`config.mk`:
```
export PLATFORM = sky130hd
export DESIGN_NAME = sms_sequencer
export DESIGN_NICKNAME = d
export VERILOG_FILES = /design/src/rtl/sms_pkg.sv /design/src/rtl/sms_sar_core.sv /design/src/rtl/sms_sequencer.sv
export SDC_FILE = /design/constraint.sdc
export NUM_CORES = 1
export LEC_CHECK = 0
export BUFFER_PORTS_ARGS = -buffer_cell sky130_fd_sc_hd__buf_2
export CORE_ASPECT_RATIO = 1.75
export CORE_UTILIZATION = 52
export CTS_BUF_LIST = sky130_fd_sc_hd__clkbuf_8
export DETAILED_ROUTE_END_ITERATION = 7
export PLACE_DENSITY = 0.65
export SLEW_MARGIN = 20
export SYNTH_ARGS = -nofsm -noshare
export SYNTH_HDL_FRONTEND = slang
export SYNTH_HIERARCHICAL = 1
export SYNTH_SLANG_ARGS = --single-unit
export TNS_END_PERCENT = 5
```
`constraint.sdc`:
```
create_clock -name CLK_I -period 9.59 [get_ports CLK_I]
set_input_delay 0.959 -clock CLK_I [delete_from_list [all_inputs] [get_ports CLK_I]]
set_output_delay 0.959 -clock CLK_I [all_outputs]
set_load 0.05 [all_outputs]
```
`src/rtl/sms_pkg.sv`:
```
// Constants for the measurement sequencer: register offsets, fields, codes.
// Assumes a single 50 MHz clock and a plain strobe-style register port.
package sms_pkg;
  // Register offsets (8-bit index space)
  localparam logic [7:0] REG_IRQ_CFG   = 8'h32;
  localparam logic [7:0] REG_IRQ_PULSE = 8'h33;
  localparam logic [7:0] REG_PIN_MAP   = 8'h34;
  localparam logic [7:0] REG_CONV_CFG  = 8'h02;
  localparam logic [7:0] REG_CONV_CTL  = 8'h03;
  localparam logic [7:0] REG_INTERVAL  = 8'h0f;
  localparam logic [7:0] REG_SCAN_CFG  = 8'h13;
  localparam logic [7:0] REG_THR_FLAG  = 8'h15;
  localparam logic [7:0] REG_STATUS    = 8'h09;
  localparam logic [7:0] REG_TMIN_HI   = 8'h1e;
  localparam logic [7:0] REG_TMIN_LO   = 8'h1f;
  localparam logic [7:0] REG_TMAX_HI   = 8'h20;
  localparam logic [7:0] REG_TMAX_LO   = 8'h21;
  localparam logic [7:0] REG_RES_BASE  = 8'h36;
  localparam int         RES_SLOTS     = 5;
  // Field positions
  localparam int IRQA_SEL_LSB = 6;
  localparam int IRQB_SEL_LSB = 4;
  localparam int IMODE_LSB    = 0;
  localparam int INSEL_LSB    = 2;
  localparam int SCAN_SET_LSB = 4;
  localparam int AUTO_TEMP_BIT = 4;
  localparam int RES_AUX_L_BIT = 2;
  localparam int RES_AUX_R_BIT = 1;
  localparam int EXT_BIAS_BIT  = 0;
  localparam int RESOL_LSB    = 5;
  localparam int CDIV_LSB     = 3;
  localparam int IVAL_LSB     = 0;
  // Codes
  localparam logic [1:0] IMODE_DATA_AVAIL = 2'h1;
  localparam logic [1:0] IRQ_FN_DATA      = 2'h1;
  localparam logic [1:0] IRQ_FN_THRESH    = 2'h2;
  localparam logic [1:0] PULSE_2MS        = 2'h0;
  localparam logic [3:0] INSEL_IDLE       = 4'h0;
  localparam logic [3:0] INSEL_AUX_L      = 4'h2;
  localparam logic [3:0] INSEL_AUX_R      = 4'h3;
  localparam logic [3:0] INSEL_TEMP_LOW   = 4'h4;
  localparam logic [3:0] INSEL_TEMP_DIFF  = 4'h5;
  localparam logic [3:0] INSEL_BATTERY    = 4'h6;
  localparam logic [3:0] INSEL_AUTO_SCAN  = 4'h9;
  localparam logic [1:0] RESOL_12         = 2'h0;
  localparam logic [1:0] RESOL_10         = 2'h1;
  localparam logic [1:0] RESOL_8          = 2'h2;
  localparam int         BIAS_RATIO       = 82;
  // Pin routing: 7 pins, 2-bit source code each
  localparam int         NUM_PINS   = 7;
  localparam logic [1:0] SRC_NONE   = 2'h0;
  localparam logic [1:0] SRC_READY  = 2'h1;
  localparam logic [1:0] SRC_IRQ_A  = 2'h2;
  localparam logic [1:0] SRC_IRQ_B  = 2'h3;
  // Reset values
  localparam logic [7:0] RST_CONV_CFG = 8'h00;
  localparam logic [7:0] RST_ZERO     = 8'h00;
  localparam logic [15:0] RST_TMAX    = 16'h0fff;
  // Timing
  localparam int CLK_HZ        = 50_000_000;
  localparam int PULSE_US      = 2000;
  localparam int PULSE_CYCLES  = (CLK_HZ / 1_000_000) * PULSE_US;
  localparam int INTERVAL_UNIT_US = 64;
  localparam int INTERVAL_UNIT_CYCLES = (CLK_HZ / 1_000_000) * INTERVAL_UNIT_US;
  localparam int SAMPLE_CYCLES = 4;
endpackage : sms_pkg

```
`src/rtl/sms_sar_core.sv`:
```
// Successive-approximation core: divides the clock, walks the bits.
// Assumes comparator input is already synchronised to CLK_I.
`timescale 1ns/10ps
module sms_sar_core
  import sms_pkg::*;
(
  input  wire logic        clk_i,
  input  wire logic        rst_n_i,
  input  wire logic        start_i,
  input  wire logic [1:0]  resol_i,
  input  wire logic [1:0]  cdiv_i,
  input  wire logic        cmp_i,
  output logic             busy_o,
  output logic             done_o,
  output logic [11:0]      trial_o,
  output logic [11:0]      code_o
);
  logic [6:0]  div_q;
  logic [3:0]  bit_q;
  logic [11:0] trial_q;
  logic        busy_q;
  logic        done_q;
  logic [11:0] code_q;
  wire  [3:0]  nbits   = (resol_i == RESOL_8)  ? 4'h8 :
                         (resol_i == RESOL_10) ? 4'ha : 4'hc;
  wire  [6:0]  div_top = (7'h1 << cdiv_i) - 7'h1;
  // Floor of three cycles covers the comparator synchroniser
  wire  [6:0]  div_end = (div_top < 7'h2) ? 7'h2 : div_top;
  wire         tick    = (div_q == div_end);
  wire  [11:0] bitmask = 12'h800 >> (4'hc - nbits + bit_q);

  always_ff @(posedge clk_i or negedge rst_n_i) begin
    if (!rst_n_i) begin
      div_q   <= 7'h00;
      bit_q   <= 4'h0;
      trial_q <= 12'h000;
      busy_q  <= 1'b0;
      done_q  <= 1'b0;
      code_q  <= 12'h000;
    end else begin
      done_q <= 1'b0;
      if (start_i && !busy_q) begin
        busy_q  <= 1'b1;
        bit_q   <= 4'h0;
        div_q   <= 7'h00;
        trial_q <= 12'h800 >> (4'hc - nbits);
      end else if (busy_q) begin
        div_q <= tick ? 7'h00 : div_q + 7'h01;
        if (tick) begin
          if (bit_q == nbits - 4'h1) begin
            busy_q <= 1'b0;
            done_q <= 1'b1;
            code_q <= cmp_i ? trial_q : (trial_q & ~bitmask);
          end else begin
            bit_q   <= bit_q + 4'h1;
            trial_q <= (cmp_i ? trial_q : (trial_q & ~bitmask))
                       | (bitmask >> 1);
          end
        end
      end
    end
  end

  assign busy_o  = busy_q;
  assign done_o  = done_q;
  assign trial_o = trial_q;
  assign code_o  = code_q;
endmodule : sms_sar_core

```
`src/rtl/sms_sequencer.sv`:
```
// Measurement sequencer: register file, mode control, scan, thresholds,
// interrupt outputs and pin routing. Comparator input is asynchronous.
//
// The implementer's own choices: the address-and-strobe port and the register offsets.
`timescale 1ns/10ps
// Summary of operation
// - Interrupt config register holds output A select [7:6], B select [5:4].
// - Data-available interrupt enabled only when control mode field is 01.
// - Ready and both interrupts routable to any of seven pins.
// - Single temperature reading, or differential pair with 82x bias.
// - Auto-temperature bit starts temperature readings each interval in host-controlled operation.
// - Temperature result compared to min/max; outside sets a flag.
// - Threshold flag register read-only, cleared after host reads it.
// - Threshold interrupt with pulse field 00 gives about 2 ms high pulse.
// - Temperature conversions in host-controlled operation, and in auto-scan when scan bit 7 is set.
// - Input select 0110 enters battery-voltage measurement.
// - Battery and auxiliary conversions at 8, 10 or 12 bits.
// - Scan bits 2 and 1 put left/right aux in resistance mode.
// - Scan bit 0 selects external bias resistor for resistance mode.
// - Input select 1001 is auto-scan; scan bits 7:4 pick inputs.
// - Auto-scan converts each chosen input in turn, repeating.
// - Interval field 3:0 sets delay between successive scan sets.
// - Results are unsigned, zero-extended to 16 bits in two bytes.
// - Resolution chosen by converter config bits 6:5.
// - Conversion clock divide ratio chosen by config bits 4:3.
module sms_sequencer
  import sms_pkg::*;
(
  input  wire logic        CLK_I,
  input  wire logic        RST_N_I,
  input  wire logic [7:0]  ADDR_I,
  input  wire logic [7:0]  WDATA_I,
  input  wire logic        WR_I,
  input  wire logic        RD_I,
  output logic      [7:0]  RDATA_O,
  input  wire logic        CMP_I,
  output logic      [11:0] TRIAL_O,
  output logic      [2:0]  CHAN_O,
  output logic             HIGH_BIAS_O,
  output logic             RES_MODE_O,
  output logic             EXT_BIAS_O,
  output logic             IRQ_OUT_A_O,
  output logic             IRQ_OUT_B_O,
  output logic      [NUM_PINS-1:0] PIN_O
);
  typedef enum logic [3:0] {
    ST_IDLE   = 4'b0001,
    ST_SAMPLE = 4'b0010,
    ST_CONV   = 4'b0100,
    ST_WAIT   = 4'b1000
  } sms_state_e;

  // Channel codes, also result slot index
  localparam logic [2:0] CH_AUX_L = 3'h0;
  localparam logic [2:0] CH_AUX_R = 3'h1;
  localparam logic [2:0] CH_BATT  = 3'h2;
  localparam logic [2:0] CH_TEMPERATURE_LOW_BIAS = 3'h3;
  localparam logic [2:0] CH_TEMPERATURE_HIGH_BIAS = 3'h4;

  function automatic logic rd_hit(input logic [7:0] a, input logic [7:0] r);
    rd_hit = (a == r);
  endfunction : rd_hit

  logic [7:0]  irq_cfg_q, irq_pulse_q, conv_cfg_q, conv_ctl_q;
  logic [7:0]  interval_q, scan_cfg_q;
  logic [7:0]  tmin_hi_q, tmin_lo_q, tmax_hi_q, tmax_lo_q;
  logic [13:0] pin_map_q;
  logic [11:0] res_q [RES_SLOTS];
  logic [RES_SLOTS-1:0] avail_q;
  logic [1:0]  thr_flag_q;
  logic        cmp_m_q, cmp_s_q;
  sms_state_e  state_q;
  logic [2:0]  chan_q;
  logic [3:0]  scan_idx_q;
  logic [23:0] wait_q;
  logic [2:0]  samp_q;
  logic        ready_q;
  logic [16:0] pulse_q;
  logic [7:0]  rdata_q;
  logic        start_conv;
  logic        conv_done;
  logic [11:0] conv_code;
  logic        conv_busy;

  // Decoded fields
  wire [1:0]  irqa_fn   = irq_cfg_q[IRQA_SEL_LSB +: 2];
  wire [1:0]  irqb_fn   = irq_cfg_q[IRQB_SEL_LSB +: 2];
  wire [1:0]  imode     = conv_ctl_q[IMODE_LSB +: 2];
  wire [3:0]  insel     = conv_ctl_q[INSEL_LSB +: 4];
  wire [3:0]  scan_set  = scan_cfg_q[SCAN_SET_LSB +: 4];
  wire        auto_temp = scan_cfg_q[AUTO_TEMP_BIT];
  wire [3:0]  ival      = interval_q[IVAL_LSB +: 4];
  wire [1:0]  resol     = conv_cfg_q[RESOL_LSB +: 2];
  wire [1:0]  cdiv      = conv_cfg_q[CDIV_LSB +: 2];
  wire        host_ctl  = (insel != INSEL_AUTO_SCAN);
  wire        dav_en    = (imode == IMODE_DATA_AVAIL);
  wire        scanning  = (insel == INSEL_AUTO_SCAN);
  wire        single_req = WR_I && rd_hit(ADDR_I, REG_CONV_CTL)
                           && (WDATA_I[INSEL_LSB +: 4] != INSEL_IDLE)
                           && (WDATA_I[INSEL_LSB +: 4] != INSEL_AUTO_SCAN);
  wire [3:0]  req_sel   = WDATA_I[INSEL_LSB +: 4];
  wire [23:0] wait_top  = 24'(ival) * 24'(INTERVAL_UNIT_CYCLES)
                          + 24'(INTERVAL_UNIT_CYCLES);
  wire [15:0] tmin      = {tmin_hi_q, tmin_lo_q};
  wire [15:0] tmax      = {tmax_hi_q, tmax_lo_q};
  wire        is_temp   = (chan_q == CH_TEMPERATURE_LOW_BIAS) || (chan_q == CH_TEMPERATURE_HIGH_BIAS);
  wire        too_low   = ({4'h0, conv_code} < tmin);
  wire        too_high  = ({4'h0, conv_code} > tmax);
  wire        thr_event = conv_done && is_temp && (too_low || too_high);
  wire [7:0]  res_idx   = ADDR_I - REG_RES_BASE;
  wire [2:0]  res_slot  = res_idx[3:1];
  wire        res_hit   = (ADDR_I >= REG_RES_BASE)
                          && (res_idx < 8'(2 * RES_SLOTS));
  wire        thr_rd    = RD_I && rd_hit(ADDR_I, REG_THR_FLAG);
  wire        res_lo_rd = RD_I && res_hit && res_idx[0];
  wire        pulse_mode = (irq_pulse_q[7:6] == PULSE_2MS);
  wire        thr_pulse = (pulse_q != 17'h0);
  wire        irq_a_d   = (irqa_fn == IRQ_FN_DATA)   ? (ready_q & dav_en)
                        : (irqa_fn == IRQ_FN_THRESH) ? thr_pulse : 1'b0;
  wire        irq_b_d   = (irqb_fn == IRQ_FN_DATA)   ? (ready_q & dav_en)
                        : (irqb_fn == IRQ_FN_THRESH) ? thr_pulse : 1'b0;

  // Next scan channel among the chosen set, searching from scan_idx_q
  logic [2:0] scan_ch;
  logic [3:0] scan_nidx;
  logic       scan_any;
  always_comb begin
    scan_ch   = CH_AUX_L;
    scan_nidx = 4'h0;
    scan_any  = 1'b0;
    for (int k = 3; k >= 0; k--) begin
      if (scan_set[k] && (4'(k) >= scan_idx_q)) begin
        scan_ch   = 3'(k);
        scan_nidx = 4'(k + 1);
        scan_any  = 1'b1;
      end
    end
  end

  always_ff @(posedge CLK_I or negedge RST_N_I) begin
    if (!RST_N_I) begin
      irq_cfg_q   <= RST_ZERO;
      irq_pulse_q <= RST_ZERO;
      conv_cfg_q  <= RST_CONV_CFG;
      conv_ctl_q  <= RST_ZERO;
      interval_q  <= RST_ZERO;
      scan_cfg_q  <= RST_ZERO;
      tmin_hi_q   <= RST_ZERO;
      tmin_lo_q   <= RST_ZERO;
      tmax_hi_q   <= RST_TMAX[15:8];
      tmax_lo_q   <= RST_TMAX[7:0];
      pin_map_q   <= 14'h0000;
    end else if (WR_I) begin
      case (ADDR_I)
        REG_IRQ_CFG:   irq_cfg_q   <= WDATA_I;
        REG_IRQ_PULSE: irq_pulse_q <= WDATA_I;
        REG_CONV_CFG:  conv_cfg_q  <= WDATA_I;
        REG_CONV_CTL:  conv_ctl_q  <= WDATA_I;
        REG_INTERVAL:  interval_q  <= WDATA_I;
        REG_SCAN_CFG:  scan_cfg_q  <= WDATA_I;
        REG_TMIN_HI:   tmin_hi_q   <= WDATA_I;
        REG_TMIN_LO:   tmin_lo_q   <= WDATA_I;
        REG_TMAX_HI:   tmax_hi_q   <= WDATA_I;
        REG_TMAX_LO:   tmax_lo_q   <= WDATA_I;
        REG_PIN_MAP:   pin_map_q   <= {WDATA_I[5:0], WDATA_I};
        default: ;
      endcase
    end
  end

  // Sequencing of conversions
  always_ff @(posedge CLK_I or negedge RST_N_I) begin
    if (!RST_N_I) begin
      state_q    <= ST_IDLE;
      chan_q     <= CH_AUX_L;
      scan_idx_q <= 4'h0;
      wait_q     <= 24'h0;
      samp_q     <= 3'h0;
    end else begin
      case (state_q)
        ST_IDLE: begin
          samp_q <= 3'h0;
          if (single_req) begin
            state_q <= ST_SAMPLE;
            case (req_sel)
              INSEL_AUX_L:     chan_q <= CH_AUX_L;
              INSEL_AUX_R:     chan_q <= CH_AUX_R;
              INSEL_BATTERY:   chan_q <= CH_BATT;
              INSEL_TEMP_DIFF: chan_q <= CH_TEMPERATURE_LOW_BIAS;
              default:         chan_q <= CH_TEMPERATURE_LOW_BIAS;
            endcase
          end else if (scanning && scan_any) begin
            chan_q     <= scan_ch;
            scan_idx_q <= scan_nidx;
            state_q    <= ST_SAMPLE;
          end else if (scanning) begin
            scan_idx_q <= 4'h0;
            wait_q     <= 24'h0;
            state_q    <= ST_WAIT;
          end else if (auto_temp && host_ctl) begin
            wait_q  <= 24'h0;
            state_q <= ST_WAIT;
          end
        end
        ST_SAMPLE: begin
          samp_q <= samp_q + 3'h1;
          if (samp_q == 3'(SAMPLE_CYCLES - 1)) state_q <= ST_CONV;
        end
        ST_CONV: begin
          samp_q <= 3'h0;
          if (conv_done) begin
            if (chan_q == CH_TEMPERATURE_LOW_BIAS && insel == INSEL_TEMP_DIFF) begin
              chan_q  <= CH_TEMPERATURE_HIGH_BIAS;
              state_q <= ST_SAMPLE;
            end else begin
              state_q <= ST_IDLE;
            end
          end
        end
        ST_WAIT: begin
          wait_q <= wait_q + 24'h1;
          if (!scanning && !auto_temp) begin
            state_q <= ST_IDLE;
          end else if (wait_q >= wait_top) begin
            state_q <= scanning ? ST_IDLE : ST_SAMPLE;
            chan_q  <= scanning ? chan_q : CH_TEMPERATURE_LOW_BIAS;
          end
        end
        default: state_q <= ST_IDLE;
      endcase
    end
  end

  assign start_conv = (state_q == ST_CONV) && !conv_busy && !conv_done;

  sms_sar_core u_core (
    .clk_i   (CLK_I),
    .rst_n_i (RST_N_I),
    .start_i (start_conv),
    .resol_i (resol),
    .cdiv_i  (cdiv),
    .cmp_i   (cmp_s_q),
    .busy_o  (conv_busy),
    .done_o  (conv_done),
    .trial_o (TRIAL_O),
    .code_o  (conv_code)
  );

  // Results, flags and interrupts
  always_ff @(posedge CLK_I or negedge RST_N_I) begin
    if (!RST_N_I) begin
      cmp_m_q    <= 1'b0;
      cmp_s_q    <= 1'b0;
      for (int i = 0; i < RES_SLOTS; i++) res_q[i] <= 12'h000;
      avail_q    <= '0;
      thr_flag_q <= 2'h0;
      ready_q    <= 1'b0;
      pulse_q    <= 17'h0;
    end else begin
      cmp_m_q <= CMP_I;
      cmp_s_q <= cmp_m_q;
      if (res_lo_rd && res_slot < 3'(RES_SLOTS))
        avail_q[res_slot] <= 1'b0;
      if (conv_done) begin
        res_q[chan_q]   <= conv_code;
        avail_q[chan_q] <= 1'b1;
      end
      // Set beats the clear-on-read
      thr_flag_q <= (thr_rd ? 2'h0 : thr_flag_q)
                  | (thr_event ? {too_high, too_low} : 2'h0);
      ready_q <= conv_done ? 1'b1 : (res_lo_rd ? 1'b0 : ready_q);
      if (thr_event && pulse_mode)
        pulse_q <= 17'(PULSE_CYCLES);
      else if (pulse_q != 17'h0)
        pulse_q <= pulse_q - 17'h1;
    end
  end

  // Register read path
  always_ff @(posedge CLK_I or negedge RST_N_I) begin
    if (!RST_N_I) begin
      rdata_q <= 8'h00;
    end else if (RD_I) begin
      if (res_hit && res_slot < 3'(RES_SLOTS))
        rdata_q <= res_idx[0] ? res_q[res_slot][7:0]
                              : {4'h0, res_q[res_slot][11:8]};
      else begin
        case (ADDR_I)
          REG_IRQ_CFG:   rdata_q <= irq_cfg_q;
          REG_IRQ_PULSE: rdata_q <= irq_pulse_q;
          REG_CONV_CFG:  rdata_q <= conv_cfg_q;
          REG_CONV_CTL:  rdata_q <= conv_ctl_q;
          REG_INTERVAL:  rdata_q <= interval_q;
          REG_SCAN_CFG:  rdata_q <= scan_cfg_q;
          REG_TMIN_HI:   rdata_q <= tmin_hi_q;
          REG_TMIN_LO:   rdata_q <= tmin_lo_q;
          REG_TMAX_HI:   rdata_q <= tmax_hi_q;
          REG_TMAX_LO:   rdata_q <= tmax_lo_q;
          REG_PIN_MAP:   rdata_q <= pin_map_q[7:0];
          REG_THR_FLAG:  rdata_q <= {6'h00, thr_flag_q};
          REG_STATUS:    rdata_q <= {1'b0, state_q == ST_IDLE,
                                     ready_q, avail_q};
          default:       rdata_q <= 8'h00;
        endcase
      end
    end else begin
      rdata_q <= 8'h00;
    end
  end

  // Pin routing, two bits per pin
  genvar p;
  generate
    for (p = 0; p < NUM_PINS; p++) begin : g_pin
      wire [1:0] src = pin_map_q[2*p +: 2];
      assign PIN_O[p] = (src == SRC_READY) ? ready_q
                      : (src == SRC_IRQ_A) ? IRQ_OUT_A_O
                      : (src == SRC_IRQ_B) ? IRQ_OUT_B_O : 1'b0;
    end
  endgenerate

  assign IRQ_OUT_A_O = irq_a_d;
  assign IRQ_OUT_B_O = irq_b_d;
  assign RDATA_O     = rdata_q;
  assign CHAN_O      = chan_q;
  assign HIGH_BIAS_O = (chan_q == CH_TEMPERATURE_HIGH_BIAS);
  assign RES_MODE_O  = (chan_q == CH_AUX_L && scan_cfg_q[RES_AUX_L_BIT])
                    || (chan_q == CH_AUX_R && scan_cfg_q[RES_AUX_R_BIT]);
  assign EXT_BIAS_O  = RES_MODE_O && scan_cfg_q[EXT_BIAS_BIT];
endmodule : sms_sequencer

```
=== Word-level counts from Yosys, hierarchy flattened ===
Index checks and enable logic that the tools add are counted.

* Memories: 0
* Memory bits (writable): 0
* Latch bits: 0
* Bits of input ports: 21
* Output and inout bits: 35
* Register bits after elaboration: 264
* ROM bits: 0

* Reduce and logical (&&, ||, !) cells: 66
* Multipliers: 1
* Magnitude comparators: 18
* Divide/modulo/power cells: 0
* Multiplexer cells: 110
* Add/subtract/negate cells: 11
* Shifts and indexed selects: 3
* Bitwise operators: 12
* Equality and inequality tests: 71

{| class="wikitable"
|+ Operators by type and width
! kind !! number
|-
| $pmux W8 S13 || 1
|-
| $mux W12 || 8
|-
| $mux W24 || 4
|-
| $mux W4 || 18
|-
| $bwmux W60 || 1
|-
| $pmux W24 S2 || 1
|-
| $mux W1 || 41
|-
| $eq A8 B6 Y1 const B || 5
|-
| $bmux W12 S3 || 1
|-
| $demux W12 S3 || 1
|-
| $mux W3 || 12
|-
| $eq A2 B2 Y1 const B || 17
|-
| $mux W17 || 2
|-
| $eq A8 B5 Y1 const B || 4
|-
| $logic_and A1 B1 Y1 || 29
|-
| $mux W7 || 4
|-
| $add A24 B1 Y24 const B || 1
|-
| $ge A24 B17 Y1 || 1
|-
| $mux W8 || 3
|-
| $shr A12 B4 Y12 const A || 2
|-
| $eq A2 B1 Y1 const B || 11
|-
| $reduce_and A2 Y1 || 11
|-
| $add A16 B12 Y17 const B || 1
|-
| $reduce_bool A17 Y1 || 1
|-
| 67 further kinds || 112
|}

=== Logic depth before layout (Yosys ltp) ===
Gate-level depths: netlist of the first run.

* Depth after elaboration: 14
* Mapped depth: 15
* Gate-level depth less buffers: 15

=== Cells and area by module ===
The synthesis of the first run kept the hierarchy.

{| class="wikitable"
|+ By module, submodules not included
! module !! sequential area each (sq um) !! cells each !! area an instance (sq um) !! times used
|-
| sms_sequencer || 5521.5 || 1144 || 12166.7 || 1
|-
| sms_sar_core || 925.9 || 231 || 2222.1 || 1
|}

=== Worst setup path before layout of the first run ===
Ideal clock, no wire load.

* Path type: register to output
* Start: reg pulse_q[0]
* End: out PIN_O[3]
* Arrival time: 2.828 ns
* Setup slack: 5.803 ns
* Cell stages (with the launch flop): 9
* Data required time: 8.631 ns
* Path buffers: 0
* Cell sequence: dfrtp_1 > inv_1 > ha_1 > nor2b_1 > nand3b_1 > nor3_1 > o21ai_1 > nand2_1 > mux2i_1

* Elaborated cells on any way between the ends: 8

{| class="wikitable"
|+ RTL lines
! element !! line !! text
|-
| from (decl) || sms_sequencer.sv:78 || <nowiki>logic [16:0] pulse_q;</nowiki>
|-
| from (signal assigned) || sms_sequencer.sv:273 || <nowiki>pulse_q <= 17'(PULSE_CYCLES);</nowiki>
|-
| from (signal assigned) || sms_sequencer.sv:275 || <nowiki>pulse_q <= pulse_q - 17'h1;</nowiki>
|-
| $reduce_bool A17 Y1 || sms_sequencer.sv:117 || <nowiki>wire thr_pulse = (pulse_q != 17'h0);</nowiki>
|-
| $mux W1 || sms_sequencer.sv:119 || <nowiki>: (irqa_fn == IRQ_FN_THRESH) ? thr_pulse : 1'b0;</nowiki>
|-
| $mux W1 || sms_sequencer.sv:118 || <nowiki>wire irq_a_d = (irqa_fn == IRQ_FN_DATA) ? (ready_q & dav_en)</nowiki>
|-
| via IRQ_OUT_A_O || sms_sequencer.sv:42 || <nowiki>output logic IRQ_OUT_A_O,</nowiki>
|-
| $mux W1 || sms_sequencer.sv:317 || <nowiki>: (src == SRC_IRQ_A) ? IRQ_OUT_A_O</nowiki>
|-
| $mux W1 || sms_sequencer.sv:316 || <nowiki>assign PIN_O[p] = (src == SRC_READY) ? ready_q</nowiki>
|-
| to (decl) || sms_sequencer.sv:44 || <nowiki>output logic [NUM_PINS-1:0] PIN_O</nowiki>
|}

The timed path passes the listed nets, and every way through them passes these cells.

=== Worst setup path in the final report of the first run ===
* Start: reg pulse_q[7]
* End: out PIN_O[3]

* Longest elaborated chain between the ends: 6
* Elaborated cells on any way between the ends: 8

{| class="wikitable"
|+ Ends and longest elaborated chain
! element !! line !! text
|-
| $reduce_bool A17 Y1 * || sms_sequencer.sv:117 ||
|-
| $mux W1 || sms_sequencer.sv:121 || <nowiki>: (irqb_fn == IRQ_FN_THRESH) ? thr_pulse : 1'b0;</nowiki>
|-
| $mux W1 || sms_sequencer.sv:120 || <nowiki>wire irq_b_d = (irqb_fn == IRQ_FN_DATA) ? (ready_q & dav_en)</nowiki>
|-
| $mux W1 || sms_sequencer.sv:318 || <nowiki>: (src == SRC_IRQ_B) ? IRQ_OUT_B_O : 1'b0;</nowiki>
|-
| $mux W1 * || sms_sequencer.sv:317 ||
|-
| $mux W1 * || sms_sequencer.sv:316 ||
|}

Every way passes the cells marked *; elsewhere a longest branch is shown, timed or not.

==> metrics.yaml, run 1 <==
synth_seq_cells: 257
antenna_cells: 0
r2r_cells: 13
post-place-ws_ns: 5.43
hpwl_um: 29000
drcViolationCount: 0
viasPerCell: 6.12
min_from: "cmp_m_q"
grt_pass1_vias: 11200
ys_warn_count: 6
hold_path_depth: 0
gr-total-overflow: 0
drv_cap: 0
fin_crit_sh_pct: 41.6
rows: 80
ys.flop_type: "dfrtp_1"
path_class: "reg2out"
cts_setup_buffers: 0
io-pin-count: 56
ant_nets: 0
ctsRootBufferMaster: "clkbuf_8"
dieArea_um2: 28400
syn_nets: 1455
numCtsBuffers: 40
syn2layout_area_growth_pct: 8.83
drv_slew: 0
cts_tree: "done"
initial_utilization_pct: 52.8
crit_chain: "nor3_1 -> nand4b_1 -> or3_1 -> nand3b_1 -> a2bb2oi_1 -> mux2i_1 -> buf_2"
drt-initial-drc-count: 586
setup_violations: 0
routed_wl_um: 40100
slew_headroom_pct: 24.0
vdd_drop_max_v: 0.0000968
path_max_fanout: 8
status: "completed"
htree_num_levels: 2
cp-start-kind: "flop"
hold_path_class: "reg2reg"
final_layout_size_suffix_gt1_share_pct: 22.0
track_usage_pct: 29.0
r2r-start: "interval_q[0]"
fin_ws_ns: 5.60
async_reset_ff_share_pct: 100
layout.nets: 1499
r2r_end: "CHAN_O[2]"
critical_path_required_ns: 8.63
numPortBuffers: 55
ys_seq_area_share_pct: 44.8
synth-edff-count: 0
routedWlPerCell_um: 22.1
synth_cell_types: 93
fin_crit_ns: 3.99
min_to: "cmp_s_q"
fin_skew_ns: 0.0279
postCtsHoldBufs: 0
grt_max_degree: 100
r2r_slack_ns: 5.82
p_leak_nw: 7.23
hold_viol: 0
slowest_delay_ns: 0.54
antenna_found_initial: 1
dr.pass1.iters: 5
grt_first_pass_wirelength_um: 62700
num_vias: 11100
tns_ns: 0
postSynthCellCount: 1375
fp.dieW_um: 128
grt_setup_unrepaired: "no"
clkTransAtPathRegs_ns: 0.06
worst_pin_slew_ns: 1.13
cts-resized-gates: 0
clockBufferDepth: 3
clock_latency_ns: 0.57
die_h_um: 222
powerDensity_nw_per_um2: 158
cpMaxStageDelayCell: "or3_1"
cp-end-kind: "primary output"
syn_area_um2: 14400
place_congestion: 0.957
fmax_mhz: 251
core_area_um2: 27200
crit_arrival_ns: 3.03
cts_sinks: 257
syn_avg_cell_area_um2: 10.5
[metrics by stage]
stage	hold WS (ns)	util (%)	power [mW]	cells	instance area, um2
4_1_cts	0.342	57.5	2.50	1812	15700
5_1_grt	0.369	57.5	2.60	1812	15700
3_3_place_gp	0.336	54.9	1.63	1746	14900
2_1_floorplan	0.331	-	1.51	1375	14400
6_report	0.338	57.5	2.47	1812	15700
3_5_place_dp	0.335	54.9	1.64	1746	14900
[cell families (layout without fill, tap and decap cells)]
group	Yosys count	in the layout	share of synthesized area [%]
flip-flops	257	257	44.8
adder cells (fa/ha/maj)	59	59	5.23
AND/OR/NAND/NOR	438	438	16.2
multiplexers	182	182	14.1
XOR/XNOR	51	51	3.10
AO/OA/AOI/OAI	264	264	12.8
buffers and inverters	124	192	3.69
[where the power goes]
part | total (mW) | internal, mW | switching [mW]
logic | 0.354 | 0.144 | 0.210
clock network | 0.851 | 0.425 | 0.426
registers | 1.27 | 1.16 | 0.107
[final cells by class]
class / count / area, um2
clock buffer: 45 / 619
inverter: 58 / 218
sequential: 257 / 6450
multi-input combinational: 994 / 7440
clock inverter: 21 / 83.8
fill: 2455 / 11600
tap: 369 / 462
timing repair buffer: 68 / 387
[cells in the final DEF, fill, tap and decap left out, types with 12 or more instances in the layout]
cell type	instances
dfrtp_1	244
mux2_2	149
nand2_1	100
nor2_1	97
inv_1	75
o21ai_0	60
ha_1	57
buf_2	54
nand3_1	46
clkbuf_8	45
a21oi_1	40
nor3_1	32
mux2i_1	29
nand2b_1	27
xnor2_1	27
xor2_1	23
nor2b_1	20
nand4_1	17
a22oi_1	14
dfstp_2	13
a31oi_1	12
buf_4	12
[how the worst max path moves through the flow]
stage / slack (ns) / cells past startpoint / end / startpoint
floorplan: 5.80 / 8 / PIN_O[3] / pulse_q[0]
global placement: 5.55 / 8 / RDATA_O[6] / ADDR_I[1]
detailed placement: 5.43 / 8 / RDATA_O[6] / ADDR_I[1]
CTS: 5.57 / 7 / PIN_O[3] / pulse_q[7]
global route: 5.34 / 7 / PIN_O[3] / pulse_q[7]
finish: 5.60 / 7 / PIN_O[3] / pulse_q[7]
[flip-flops by register name, summed over array words and instances, names as in the netlist, 12 cells and up]
signal / flops
res_q: 60
wait_q: 24
pulse_q: 17
u_core/code_o: 12
u_core/trial_o: 12
[cells in the mapped netlist, types with 5 or more instances]
| master | number | area share, % |
|---|---|---|
| o21ai_0 | 60 | 2.1 |
| or2_2 | 6 | 0.26 |
| nor2b_1 | 20 | 0.87 |
| a22o_1 | 9 | 0.55 |
| a21boi_0 | 5 | 0.26 |
| o21a_1 | 9 | 0.47 |
| a31oi_1 | 12 | 0.52 |
| xor2_1 | 23 | 1.4 |
| ha_1 | 57 | 5.0 |
| inv_1 | 58 | 1.5 |
| o22ai_1 | 11 | 0.48 |
| nor3b_1 | 6 | 0.31 |
| nand4b_1 | 5 | 0.30 |
| and3_1 | 8 | 0.35 |
| nor3_1 | 34 | 1.2 |
| a21oi_1 | 40 | 1.4 |
| nor4_1 | 11 | 0.48 |
| nor2_1 | 98 | 2.6 |
| a222oi_1 | 5 | 0.35 |
| a21o_1 | 10 | 0.52 |
| o31a_1 | 6 | 0.37 |
| dfrtp_1 | 244 | 42 |
| nand4_1 | 17 | 0.74 |
| dfstp_2 | 13 | 2.4 |
| mux2_2 | 149 | 12 |
| nand2b_1 | 27 | 1.2 |
| a32oi_1 | 5 | 0.30 |
| nand2_1 | 100 | 2.6 |
| or3_1 | 7 | 0.30 |
| nand3b_1 | 10 | 0.52 |
| nand3_1 | 46 | 1.6 |
| clkbuf_1 | 40 | 1.0 |
| a22oi_1 | 14 | 0.73 |
| o31ai_1 | 9 | 0.47 |
| mux2i_1 | 29 | 2.0 |
| a32o_1 | 5 | 0.35 |
| xnor2_1 | 28 | 1.7 |
| a41oi_1 | 5 | 0.30 |
| a211oi_1 | 6 | 0.31 |
| buf_2 | 16 | 0.56 |
| nor4b_1 | 6 | 0.37 |
[metal layers]
metal / part of all wire (%) / up-vias / GRT usage [%] / wire length, um
met5: 0.025 / - / 0 / 10
met4: 6.6 / 2 / 18.4 / 2650
met3: 4.1 / 147 / 4.30 / 1620
met2: 53 / 337 / 52.1 / 21400
met1: 36 / 5506 / 31.2 / 14400
li1: - / 5091 / - / -
[critical path: cells and delay by family (launching register included)]
kind | cells | cell delay (ns)
simple gates | 4 | 1.56
flops | 1 | 0.40
buf+inv | 1 | 0.23
compound gates | 1 | 0.18
mux | 1 | 0.12
Note: power is estimated with default switching activity, not from simulation.
==> run 2: changes to the inputs <==
- ABC_AREA: not set -> 1
- PLACE_DENSITY: 0.65 -> 0.68
- clock period: 9.59 -> 3.6 ns (I/O delays scaled with it)
==> metrics.yaml, run 2 <==
cell_internal_pwr_mw: 5.80
drv_cap: 0
power_switching_mw: 3.35
cp-end-kind: "flop"
tns_ns: 0
ys_seq_area_share_pct: 43.8
path_class: "reg2reg"
drt-initial-drc-count: 798
hold_viol: 0
ys.flop_type: "dfrtp_1"
fp.dieW_um: 129
syn_nets: 2029
sw_frac_of_total_pct: 36.6
hold_path_class: "in2reg"
gr-total-overflow: 0
cts_tree: "done"
fmax_mhz: 297
dr.pass1.iters: 5
htree_num_levels: 2
setup_violations: 0
synth_seq_cells: 257
numCtsBuffers: 42
async_reset_ff_share_pct: 100
netlist_top_cells_count: "nand2_1 (590), dfrtp_1 (244), inv_1 (225)"
postSynthCellCount: 1949
status: "completed"
final_layout_size_suffix_gt1_share_pct: 10.7
wl_met2_um: 20900
grt_setup_unrepaired: "no"
critical_path_required_ns: 4.04
powerDensity_nw_per_um2: 562
wl_met1_um: 15500
grt_first_pass_wirelength_um: 64900
fin_skew_ns: 0.0142
dieArea_um2: 29000
finalCoreUtilization_pct: 58.4
ys_warn_count: 6
drcViolationCount: 0
die_h_um: 225
syn_avg_cell_area_um2: 7.55
p_leak_nw: 8.35
top_register: "res_q"
highest_layer: "met4"
routedWlPerCell_um: 16.9
final_cell_mix: "nand2_1 (589), dfrtp_1 (244), inv_1 (233)"
clkTransAtPathRegs_ns: 0.06
cp-start-kind: "flop"
synth_cell_types: 54
fin_crit_ns: 3.37
core_area_um2: 27900
cts_setup_buffers: 0
synth-edff-count: 0
slew_headroom_pct: 30.9
viasPerCell: 5.41
syn_area_um2: 14700
path_max_fanout: 4
rows: 81
numPortBuffers: 55
power_mw: 9.15
power_frac_comb_pct: 28.8
ant_nets: 0
routed_wl_um: 40800
largest_reg_flops: 60
seq_power_share_pct: 40.4
initial_utilization_pct: 52.8
clockBufferDepth: 3
num_vias: 13100
layout_commonest_cell: "nand2_1"
clock_latency_ns: 0.57
drv_slew: 0
yosysMostFrequentCell: "nand2_1"
crit_arrival_ns: 3.81
grt_pass1_vias: 12900
synth_top_area_cell: "dfrtp_1"
vdd_drop_max_v: 0.000308
antenna_found_initial: 1
synthTopCellsByArea: "dfrtp_1 (42%), nand2_1 (15%), o21ai_0 (7.4%)"
clkPwrFrac_pct: 30.8
hpwl_um: 30300
fin_crit_sh_pct: 93.5
track_usage_pct: 29.2
route.met3.wl_um: 1720
cts_sinks: 257
place_congestion: 0.931
synth_top_area_share_pct: 41.5
layout.nets: 2095
io-pin-count: 56
ctsRootBufferMaster: "clkbuf_8"
grt_max_degree: 102
reg_top3: "res_q (60), wait_q (24), pulse_q (17)"
worst_pin_slew_ns: 1.03
syn2layout_area_growth_pct: 10.6
[run 2: final cells by class]
cell class,count,area [um2]
Antenna cell,1,2.50
Clock buffer,61,840
Clock inverter,10,90.1
Fill cell,2643,11600
Inverter,235,882
Multi-Input combinational cell,1409,7130
Sequential cell,257,6450
Tap cell,373,467
Timing Repair Buffer,70,415
[run 2: logic make-up (layout without fill, tap and decap cells)]
family                     count (synthesis)  count (layout)  share of synthesized area [%]
and+or+nand+nor                         1010            1010                           29.7
AOI/OAI and AO/OA                        301             301                           11.2
buffers and inverters                    283             376                           7.81
DFF                                      257             257                           43.8
adders and majority gates                 59              59                           5.12
xor gates and xnor gates                  38              38                           2.31
muxes                                      1               1                         0.0680
other                                      0               1                              0
[run 2: power by group through the flow]
stage / logic, mW / clock network [mW] / registers (mW)
global route: 2.99 / 2.99 / 3.75
floorplan: 1.91 / 0 / 3.74
finish: 2.64 / 2.82 / 3.70
global placement: 2.55 / 0 / 3.73
detailed placement: 2.61 / 0 / 3.73
CTS: 2.62 / 2.88 / 3.69
[run 2: final timing paths]
kind | from | endpoint | slack [ns] | cells after the start
setup / recovery | interval_q[0] | state_q[1] | 0.23 | 15
max in group asynchronous | RST_N_I | tmax_lo_q[6] | 2.18 | 3
setup reg to reg | interval_q[0] | state_q[1] | 0.23 | 15
hold / removal | WDATA_I[6] | tmin_hi_q[6] | 0.05 | 3
hold reg to reg | cmp_m_q | cmp_s_q | 0.36 | 0
min in group asynchronous | RST_N_I | wait_q[14] | 0.38 | 2
[run 2: timing repair]
item,4_1_cts,5_1_grt
hold buffers,2,0
endpoints found under the setup margin,0,4
hold endpoints to repair,96,0
resized for setup,0,5
[run 2: critical path, stage by stage (launching register included)]
cell     delay, ns
dfrtp_1       0.41
ha_1          0.34
ha_1          0.24
fa_1          0.53
o21ai_1       0.11
nor2_1        0.10
nand2_1       0.07
xor2_1        0.15
ha_1          0.29
a21o_1        0.18
nor2_1        0.10
nand2_1       0.08
a21oi_2       0.14
nand4_1       0.22
nand2_2       0.17
o21ai_0       0.10
[run 2: metrics by stage]
step	hold WS, ns	instances	setup slack [ns]	cell area [um2]
2_1_floorplan	0.0644	1949	0.497	14700
3_3_place_gp	0.333	2342	0.265	15300
3_5_place_dp	0.347	2342	0.173	15300
4_1_cts	0.0215	2415	0.162	16300
5_1_grt	0.0556	2416	0.00896	16300
6_report	0.0532	2416	0.235	16300
[run 2: metal layers]
layer	vias to the layer above	GRT usage, %
met3	158	4.14
met1	6133	31.4
li1	6403	-
met2	368	52.2
met5	-	0
met4	0	19.7
==> run 3: changes to the inputs <==
- PLACE_DENSITY: 0.68 -> 0.72
==> metrics.yaml, run 3 (synthesis gave the netlist of run 2 again) <==
met1_usage_pct: 32.4
cp-start-kind: "flop"
clock_latency_ns: 0.59
num_vias: 13200
timing.hold.ws_ns: 0.0787
grt_pass1_vias: 13200
post-place-ws_ns: 0.199
cp-end-kind: "flop"
critical_path_required_ns: 4.08
hpwl_um: 30500
fp.dieW_um: 129
place_congestion: 0.985
setup_violations: 0
initial_utilization_pct: 52.8
numPortBuffers: 55
dieArea_um2: 29000
worst_pin_slew_ns: 0.979
cp_top_family: "adder cells"
crit_buf_inv: 1
fin_ws_ns: 0.226
layout.nets: 2098
slowest_delay_ns: 0.59
layout_commonest_cell: "nand2_1"
top_register: "res_q"
ant_nets: 0
io-pin-count: 56
fmax_mhz: 296
drt-initial-drc-count: 999
nFillCells: 2581
htree_num_levels: 2
syn2layout_area_growth_pct: 10.7
final_layout_size_suffix_gt1_share_pct: 11.1
gr-usage-met2_pct: 52.8
finalCoreUtilization_pct: 58.4
crit_arrival_ns: 3.85
fin_crit_ns: 3.37
status: "completed"
numCtsBuffers: 41
ctsRootBufferMaster: "clkbuf_8"
routed_wl_um: 41100
multi_input_area_um2: 7140
drv_cap: 0
dr.pass1.iters: 6
use_met3_pct: 5.07
vdd_drop_max_v: 0.000515
gr-total-overflow: 0
top_usage_layer: "met2"
grt_first_pass_wirelength_um: 66300
slew_headroom_pct: 34.6
track_usage_pct: 29.8
fin_skew_ns: 0.0209
rows: 81
clkTransAtPathRegs_ns: 0.07
core_area_um2: 27900
grt_max_degree: 92
cpMaxStageDelayCell: "fa_2"
hold_path_class: "in2reg"
viasPerCell: 5.44
die_h_um: 225
fin_crit_sh_pct: 93.7
hold_viol: 0
antenna_cells: 0
crit_chain: "ha_1 -> ha_2 -> fa_2 -> o21ai_1 -> nor2_1 -> nand2_1 -> xor2_1 -> ha_1 -> a21o_1 -> nor2_1 -> nand2_1 -> a21oi_2 -> nand4_1 -> buf_4 -> nand3_1 -> nand2_1"
cts_tree: "done"
reg_top3: "res_q (60), wait_q (24), pulse_q (17)"
final_cell_mix: "nand2_1 (590), dfrtp_1 (244), inv_1 (232)"
routedWlPerCell_um: 16.9
path_class: "reg2reg"
tns_ns: 0
drcViolationCount: 0
largest_reg_flops: 60
regArea_um2: 6450
crit_top_cell: "nand2_1"
powerDensity_nw_per_um2: 557
drv_slew: 0
antenna_found_initial: 3
path_max_fanout: 4
cts_sinks: 257
clockBufferDepth: 3
p_leak_nw: 8.35
[run 3: changes by cell type in the layout (fill, tap and decap cells not counted), moves of 2 or more]
cell,change
clkinv_2,+7
clkbuf_8,-3
buf_4,+2
bufinv_16,-2
clkinvlp_4,+2
inv_6,+2
[run 3: worst paths after layout]
check                                    from      endpoint  slack (ns)  depth (start not counted)
worst max-delay path            interval_q[0]     CHAN_O[2]        0.23                         16
worst min-delay path               WDATA_I[1]  tmin_hi_q[1]        0.08                          3
worst max register to register  interval_q[0]     CHAN_O[2]        0.23                         16
worst min register to register        cmp_m_q       cmp_s_q        0.36                          0
max in group asynchronous             RST_N_I    state_q[0]        2.31                          3
min in group asynchronous             RST_N_I    wait_q[22]        0.37                          2
[run 3: report_power, final]
group	switching, mW	internal (mW)	total, mW
Clock	1.24	1.44	2.68
Sequential	0.402	3.29	3.69
Combinational	1.80	0.896	2.70
[run 3: metal layers]
| metal | vias to the layer above | part of all wire, % |
|---|---|---|
| met3 | 158 | 4.7 |
| met5 | - | 0.097 |
| met1 | 6196 | 38 |
| met4 | 6 | 6.5 |
| met2 | 410 | 51 |
| li1 | 6410 | - |
[run 3: cell type report]
type	instances	area share [%]
Multi-Input combinational cell	1409	43.8
Timing Repair Buffer	74	2.83
Inverter	235	5.42
Clock inverter	18	0.576
Clock buffer	58	4.90
Sequential cell	257	39.6
Tap cell	373	2.87
[run 3: timing repair]
action,4_1_cts,5_1_grt
hold buffers,3,0
setup endpoints to repair,0,5
hold endpoints to repair,80,0
buffers inserted,0,3
gates resized for setup,0,6
[run 3: worst min-delay path: cells and delay by family]
family | cells | cell delay (ns)
buffers and inverters | 1 | 0.15
AO/OA/AOI/OAI | 1 | 0.06
AND/OR/NAND/NOR | 1 | 0.06
[run 3: metrics by stage]
step                      total power [mW]  std cells  cell area, um2
after floorplan                       5.64       1949           14700
after global placement                6.27       2342           15300
after detailed placement              6.38       2342           15300
after CTS                             9.07       2421           16200
after global routing                  9.65       2424           16300
final                                 9.07       2424           16300
